[config.mk]
export PLATFORM = sky130hd
export DESIGN_NAME = crf_formatter
export DESIGN_NICKNAME = d
export VERILOG_FILES = /design/src/rtl/crf_fifo.v /design/src/rtl/crf_formatter.v
export VERILOG_INCLUDE_DIRS = /design/src /design/src/rtl
export SDC_FILE = /design/constraint.sdc
export NUM_CORES = 1
export LEC_CHECK = 0
export ABC_AREA = 1
export BUFFER_PORTS_ARGS = -buffer_cell sky130_fd_sc_hd__buf_4
export CORE_ASPECT_RATIO = 0.8
export CORE_MARGIN = 4
export CORE_UTILIZATION = 45
export DETAILED_ROUTE_END_ITERATION = 10
export MAX_ROUTING_LAYER = met4
export PLACE_DENSITY = 0.68
export SLEW_MARGIN = 10
export SYNTH_ARGS = -nofsm -noshare
export SYNTH_HDL_FRONTEND = slang
export SYNTH_SLANG_ARGS = --single-unit
[constraint.sdc]
create_clock -name CLK -period 8.2 [get_ports CLK]
set_clock_uncertainty 0.2 [all_clocks]
set_input_delay 1.64 -clock CLK [delete_from_list [all_inputs] [get_ports CLK]]
set_output_delay 1.64 -clock CLK [all_outputs]
set_load 0.02 [all_outputs]
[src/rtl/crf_defs.vh]
// crf_defs.vh: constants for the capture record formatter
// assumes: included by bare name from rtl design files
`ifndef CRF_DEFS_VH
`define CRF_DEFS_VH
`define CRF_VAR_HDLC      7'h01
`define CRF_VAR_ATM       7'h03
`define CRF_VAR_AAL5      7'h04
`define CRF_VAR_MCHDLC    7'h05
`define CRF_EXT_BIT       7
`define CRF_FIXED_HDR     16'h0010
`define CRF_PROTO_HDR     16'h0004
`define CRF_EXT_WORD      16'h0008
`define CRF_CELL_PAY      16'h0030
`define CRF_ATM_RLEN      16'h0045
`define CRF_FLAG_VLEN     2
`define CRF_FLAG_RXERR    4
`define CRF_FIFO_DEPTH    8
`define CRF_HDR_BYTES     20
`define CRF_HDR_LAST      5'h13
`endif

[src/rtl/crf_fifo.v]
// crf_fifo.v: small synchronous byte fifo, flip-flop storage
// assumes: single clock CLK, synchronous active-high reset
`timescale 1ns/10ps
module crf_fifo #(
  parameter WIDTH = 9,
  parameter DEPTH = 8,
  parameter AW    = 3
) (
  input  wire             clk,
  input  wire             rst,
  input  wire [WIDTH-1:0] in_data,
  input  wire             in_valid,
  output wire             in_ready,
  output wire [WIDTH-1:0] out_data,
  output wire             out_valid,
  input  wire             out_ready
);
  reg [WIDTH-1:0] mem_q [0:DEPTH-1];
  reg [AW-1:0]    wr_q;
  reg [AW-1:0]    rd_q;
  reg [AW:0]      cnt_q;
  wire            push;
  wire            pop;

  // honest full/empty from the occupancy count
  assign in_ready  = (cnt_q != DEPTH[AW:0]);
  assign out_valid = (cnt_q != {(AW+1){1'b0}});
  assign out_data  = mem_q[rd_q];
  assign push      = in_valid & in_ready;
  assign pop       = out_valid & out_ready;

  // pointers and count
  always @(posedge clk) begin
    if (rst) begin
      wr_q  <= {AW{1'b0}};
      rd_q  <= {AW{1'b0}};
      cnt_q <= {(AW+1){1'b0}};
    end else begin
      if (push) wr_q <= wr_q + 1'b1;
      if (pop) rd_q <= rd_q + 1'b1;
      cnt_q <= cnt_q + {{AW{1'b0}}, push} - {{AW{1'b0}}, pop};
    end
  end

  // storage, no reset needed on data
  always @(posedge clk) begin
    if (push) mem_q[wr_q] <= in_data;
  end
endmodule // crf_fifo

[src/rtl/crf_formatter.v]
// crf_formatter.v: builds capture records from received frames and cells
// assumes: same-clock upstream giving header info at start, then payload bytes;
// downstream host stream buffer drains a byte stream with valid/ready.
//
// Overview of operation
// - type byte bit 7 marks extension headers; low seven bits give variant
// - packet-over-sonet hdlc frames produce records of variant 1
// - hdlc record: 4-byte protocol header right after the fixed header, before extension words
// - single atm cells produce records of variant 3
// - atm record carries 4-byte cell header without the check octet
// - atm records keep the variable-length flag cleared
// - atm payload is 48 cell bytes then the check byte
// - reassembled aal5 frames produce records of variant 4
// - aal5 record stores only the first cell header, no check octet
// - aal5 payload holds all cell contents including padding and trailer
// - receive-error flag set when aal5 crc check fails
// - aal5 payload length is record length minus 16, extensions, and 4
// - channelized hdlc frames produce records of variant 5
// - record length is total bytes; next record starts that far on
// - 16-bit loss counter counts records dropped since previous record
// - type bit 7 cleared when no extension headers follow
`timescale 1ns/10ps
`include "crf_defs.vh"
module crf_formatter (
  input  wire        CLK,
  input  wire        RST,
  input  wire        START,
  input  wire [1:0]  KIND,
  input  wire [63:0] TSTAMP,
  input  wire [7:0]  IFLAGS,
  input  wire [15:0] WLEN,
  input  wire [15:0] PAY_LEN,
  input  wire [31:0] PROTO_HDR,
  input  wire [7:0]  EXT_WORDS,
  input  wire        CRC_FAIL,
  output wire        START_READY,
  input  wire [7:0]  PAY_DATA,
  input  wire        PAY_VALID,
  output wire        PAY_READY,
  output wire [7:0]  OUT_DATA,
  output wire        OUT_LAST,
  output wire        OUT_VALID,
  input  wire        OUT_READY,
  output wire        DROP
);
  // kind codes on KIND
  localparam K_POS   = 2'h0;
  localparam K_ATM   = 2'h1;
  localparam K_AAL5  = 2'h2;
  localparam K_MC    = 2'h3;
  // states
  localparam S_IDLE  = 2'h0;
  localparam S_HDR   = 2'h1;
  localparam S_PAY   = 2'h2;

  reg  [1:0]   state_q, state_d;
  reg  [7:0]   hmem_q [0:`CRF_HDR_BYTES-1];
  reg  [4:0]   hcnt_q;
  reg  [4:0]   hlen_q;
  reg  [15:0]  pcnt_q;
  reg  [15:0]  loss_q;
  reg  [6:0]   var_d;
  reg  [7:0]   flags_d;
  reg  [15:0]  rlen_d;
  reg  [15:0]  plen_d;
  wire [7:0]   typ_d;
  wire         f_ready;
  wire         f_valid;
  reg  [8:0]   f_data;
  wire [15:0]  ext_bytes;
  wire [159:0] hdr_w;
  wire         take;
  wire         hdr_end;
  wire         pay_none;
  genvar       gi;

  // variant selection per incoming kind
  always @* begin
    case (KIND)
      K_POS:   var_d = `CRF_VAR_HDLC;
      K_ATM:   var_d = `CRF_VAR_ATM;
      K_AAL5:  var_d = `CRF_VAR_AAL5;
      K_MC:    var_d = `CRF_VAR_MCHDLC;
      default: var_d = `CRF_VAR_HDLC;
    endcase
  end

  // bit 7 only when extension words follow, keeping old readers happy
  assign typ_d = {(EXT_WORDS != 8'h00), var_d};
  assign ext_bytes = {5'h00, EXT_WORDS, 3'h0};

  // fixed header then protocol header, big-endian, in the order they leave
  assign hdr_w[159:96] = TSTAMP;
  assign hdr_w[95:88]  = typ_d;
  assign hdr_w[87:80]  = flags_d;
  assign hdr_w[79:64]  = rlen_d;
  assign hdr_w[63:48]  = loss_q;    // drops since the last record
  assign hdr_w[47:32]  = WLEN;
  assign hdr_w[31:0]   = PROTO_HDR; // first cell header only

  // header store, one entry per byte, loaded in parallel when a start is taken
  generate
    for (gi = 0; gi < `CRF_HDR_BYTES; gi = gi + 1) begin : g_hdr
      always @(posedge CLK) begin
        if (take)
          hmem_q[gi] <= hdr_w[159-8*gi -: 8]; // entry 0 is the timestamp msb
      end
    end
  endgenerate

  // flags and lengths; atm cells have a fixed size regardless of PAY_LEN
  always @* begin
    flags_d = IFLAGS;
    plen_d  = PAY_LEN;
    if (KIND == K_ATM) begin
      flags_d[`CRF_FLAG_VLEN] = 1'b0;
      plen_d = `CRF_CELL_PAY + 16'h0001;
    end
    if (KIND == K_AAL5)
      flags_d[`CRF_FLAG_RXERR] = IFLAGS[`CRF_FLAG_RXERR] | CRC_FAIL;
    // payload = rlen - fixed - ext - proto, so rlen is their sum
    rlen_d = plen_d + `CRF_FIXED_HDR + ext_bytes + `CRF_PROTO_HDR;
  end

  // a start is taken only when idle; a start offered while busy is lost
  assign START_READY = (state_q == S_IDLE);
  assign DROP        = START & (state_q != S_IDLE);

  // handshake terms shared by the state machine and the counters
  assign take     = (state_q == S_IDLE) & START;
  assign pay_none = (pcnt_q == 16'h0000);
  assign hdr_end  = (state_q == S_HDR) & f_ready & (hcnt_q == hlen_q);

  // byte source toward the fifo: stored header by index, then payload
  assign PAY_READY = (state_q == S_PAY) & f_ready;
  assign f_valid   = (state_q == S_HDR) | ((state_q == S_PAY) & PAY_VALID);
  always @* begin
    // a record with nothing after the header ends on its last header byte
    f_data = {(hcnt_q == hlen_q) & pay_none, hmem_q[hcnt_q]};
    if (state_q == S_PAY)
      f_data = {(pcnt_q == 16'h0001), PAY_DATA};
  end

  // next state
  always @* begin
    state_d = state_q;
    case (state_q)
      S_IDLE: if (START) state_d = S_HDR;
      S_HDR:  if (hdr_end) state_d = pay_none ? S_IDLE : S_PAY; // no hang on an empty payload
      S_PAY:  if (f_ready && PAY_VALID && pcnt_q == 16'h0001) state_d = S_IDLE;
      default: state_d = S_IDLE;
    endcase
  end

  // header assembly and counters
  always @(posedge CLK) begin
    if (RST) begin
      state_q <= S_IDLE;
      hcnt_q  <= 5'h00;
      hlen_q  <= 5'h00;
      pcnt_q  <= 16'h0000;
      loss_q  <= 16'h0000;
    end else begin
      state_q <= state_d;
      // drops counted with saturation, reported and cleared in the next record
      if (DROP && loss_q != 16'hFFFF)
        loss_q <= loss_q + 16'h0001;
      if (take) begin
        // extension words themselves come in with the payload stream
        hlen_q <= `CRF_HDR_LAST;       // 16 fixed + 4 protocol bytes, minus 1
        hcnt_q <= 5'h00;
        pcnt_q <= plen_d + ext_bytes;
        loss_q <= {15'h0000, DROP};
      end else if (state_q == S_HDR && f_ready && hcnt_q != hlen_q) begin
        // index stops on the last entry so the byte source never leaves the store
        hcnt_q <= hcnt_q + 5'h01;
      end else if (state_q == S_PAY && f_ready && PAY_VALID) begin
        pcnt_q <= pcnt_q - 16'h0001;
      end
    end
  end

  // output buffer toward the host stream, back-pressure reaches PAY_READY
  crf_fifo #(
    .WIDTH (9),
    .DEPTH (`CRF_FIFO_DEPTH),
    .AW    (3)
  ) u_fifo (
    .clk       (CLK),
    .rst       (RST),
    .in_data   (f_data),
    .in_valid  (f_valid),
    .in_ready  (f_ready),
    .out_data  ({OUT_LAST, OUT_DATA}),
    .out_valid (OUT_VALID),
    .out_ready (OUT_READY)
  );
endmodule // crf_formatter

==> impl_metrics.json <==
{
  "first_iter_violations": 875,
  "track_usage_pct": 21.8,
  "crit_path_max_incr_delay_ps": 790,
  "rrSetupSlack_ps": 4470,
  "hold_buffers": 0,
  "cts_resized": 0,
  "port_buffers": 172,
  "antenna_found_initial": 0,
  "placed_cell_area_um2": 14800,
  "synth_compound_area_share_pct": 13.0,
  "first_pass_iters": 5,
  "clock-sinks": 286,
  "drt-total-wl_mm": 35.2,
  "antenna_cells": 0,
  "layout-drive-gt1-share_pct": 17.2,
  "post_cts_buffers": 0,
  "final_cell_count_no_fill": 1879,
  "min_to": "u_fifo.rd_q[2]",
  "initial_core_util_pct": 46.3,
  "cts_buffer_depth": 3,
  "ant_nets": 0,
  "dp_hpwl_mm": 24.8,
  "synth_area_leaders": "edfxtp_1, dfxtp_1, nor2_1",
  "critPathKind": "reg2out",
  "slew_violations": 0,
  "relSlewSlack_pct": 29.0,
  "coreArea_um2": 28600,
  "io_pins": 173,
  "vias": 10200,
  "setup_tns_ps": 0,
  "rsz0062_at_grt": "false",
  "peakVddDrop_mv": 0.161,
  "final_util_pct": 55.2,
  "areaGrowthSynthToFinish_pct": 19.3,
  "crit_family": "buffers and inverters",
  "p_total_mw": 4.00,
  "core.rowCount": 55,
  "syn_area_um2": 13300,
  "cpMostUsedCell": "buf_4",
  "setup_viol": 0,
  "grt_pass1_wl_mm": 54.3,
  "ys_ff_latch": 286,
  "reg2reg_to": "u_fifo.mem_q[0][8]",
  "worst_pin_slew_ps": 1060,
  "dpl.cell_count": 1824,
  "drc": 0,
  "synth_edf_count": 228,
  "nets": 1680,
  "async_reset_ff_share_pct": 0,
  "synthMuxAreaShare_pct": 0,
  "gp_congestion": 0.939,
  "synth_most_common_cell": "nor2_1",
  "fmax_mhz": 220,
  "hold_ws_ps": 281,
  "hold_viol_final": 0,
  "hold_class": "reg2reg",
  "cap_violations": 0,
  "h-tree-depth": 1,
  "synth-simple-area-share_pct": 16.1,
  "cts_tree": "built",
  "cts_root_buf": "clkbuf_16",
  "worst_slack_ps": 3650,
  "dieArea_um2": 32300,
  "finalCriticalPeriod_ps": 4550,
  "status": "completed",
  "grt_pass1_vias": 9748,
  "syn_area_per_cell_um2": 9.96,
  "p_per_area_nw_per_um2": 253,
  "vias_per_cell": 5.42,
  "synth_xor_area_share_pct": 1.60,
  "syn_nets": 1525,
  "arrival_ps": 2710,
  "die_h_um": 161,
  "synth-main-ff-cell": "edfxtp_1",
  "die_w_um": 200,
  "grt_start_max_net_pins": 95,
  "cp-start-kind": "flop",
  "synth_common_cells": "nor2_1, edfxtp_1, o21ai_0, nand2_1, inv_1",
  "fin_area_um2": 15800,
  "clkLatencyLatePin_ps": 570,
  "postSynthCellCount": 1331,
  "min_period_over_period_pct": 55.5,
  "synth_top_family_by_area": "simple AND/OR/NAND/NOR gates",
  "clk_pin_slew_ps": 60,
  "required_ps": 6360,
  "numCtsBuffers": 30,
  "overflow": 0,
  "synth_cell_types": 53,
  "post-place-ws_ps": 3500,
  "wl_per_cell_um": 18.7,
  "cp_max_fo": 37,
  "holdCritStartpoint": "u_fifo.rd_q[2]",
  "synthAdderAreaFrac_pct": 3.49,
  "leakagePower_nw": 6.22,
  "yosys.area.top_type_share_pct": 51.7,
  "ys_seq_area_share_pct": 60.4,
  "path_buf_inv": 3,
  "regToRegStartpoint": "state_q[1]",
  "worst-r2r-cell-count": 8,
  "synth.largest_area_cell": "edfxtp_1",
  "hold_depth": 2,
  "slowest_stage": "inv_1",
  "ys_warn_count": 0,
  "cp-end-kind": "output pin",
  "crit_path_cell_trace": "buf_4, inv_1, o21ai_0, o22ai_1, nor2_1, a31oi_1, buf_4"
}
[kinds of logic (layout without fill, tap and decap cells)]
kind of cell | after synthesis | count (layout)
AOI/OAI and AO/OA | 307 | 307
xor gates and xnor gates | 22 | 22
adders and majority gates | 34 | 34
buffers and inverters | 183 | 361
DFF | 286 | 286
and+or+nand+nor | 499 | 499
[area by class of cell]
type	instances	area, um2
sequential	286	8010
clock inverter	10	81.3
inverter	128	485
tap	370	463
clock buffer	45	901
timing repair buffer	178	1340
fill	2466	12800
multi-input combinational	862	4540
[report_power, final]
group          total [mW]  switching [mW]  internal (mW)
combinational       0.848           0.559          0.289
clock                1.32           0.557          0.759
sequential           1.83          0.0643           1.77
[worst register-to-register path: cells and delay by family, from the launching register on]
| family | cells | cell delay, ps |
|---|---|---|
| flip-flops | 1 | 330 |
| AND/OR/NAND/NOR | 5 | 2200 |
| buffers and inverters | 3 | 620 |
[cell usage in the layout (no fill, tap or decap), types with 3 or more instances in the layout]
cell,synthesis,layout
inv_1,124,123
buf_4,0,178
dfxtp_1,58,57
nand3_1,54,54
fa_1,5,5
nor2_1,231,231
xor2_1,15,15
o21ai_1,8,8
a21oi_1,49,49
o21a_1,3,3
nor3b_1,3,3
clkinv_2,0,5
a31oi_1,13,13
nor2_2,7,7
nand2_2,5,5
or2_2,4,4
ha_1,29,29
clkbuf_8,0,9
xnor2_1,6,6
clkbuf_1,43,5
nand4_1,18,18
clkinvlp_4,0,3
o221ai_1,14,14
clkbuf_16,0,30
o211ai_1,5,5
nand2_1,156,156
o21ai_0,161,161
nor3_1,6,6
edfxtp_1,228,228
o22ai_1,37,37
inv_2,2,3
[per-layer routing]
layer | part of all wire, % | vias up | global-route usage (%)
met5 | 0 | - | -
met4 | 2.0 | 0 | 4.41
met3 | 6.8 | 49 | 3.55
met2 | 44 | 351 | 32.0
met1 | 47 | 4831 | 32.2
li1 | - | 4951 | -
[worst max-delay path by stage]
| stage | startpoint | endpoint | depth (start not counted) |
|---|---|---|---|
| global route | flop | OUT_DATA[6] | 7 |
| floorplan | START | pcnt_q[1] | 5 |
| detailed placement | START | pcnt_q[0] | 6 |
| finish | flop | OUT_DATA[6] | 7 |
| global placement | START | pcnt_q[0] | 6 |
| CTS | flop | OUT_DATA[6] | 7 |
[state kept, by name (all words and copies together) (netlist names), 2 cells and up, named ones only]
name / cells
u_fifo.wr_q: 3
hcnt_q: 5
loss_q: 16
u_fifo.rd_q: 3
state_q: 2
u_fifo.mem_q: 72
pcnt_q: 16
hmem_q: 156
u_fifo.cnt_q: 4
Power figures use the tool's default switching activity.
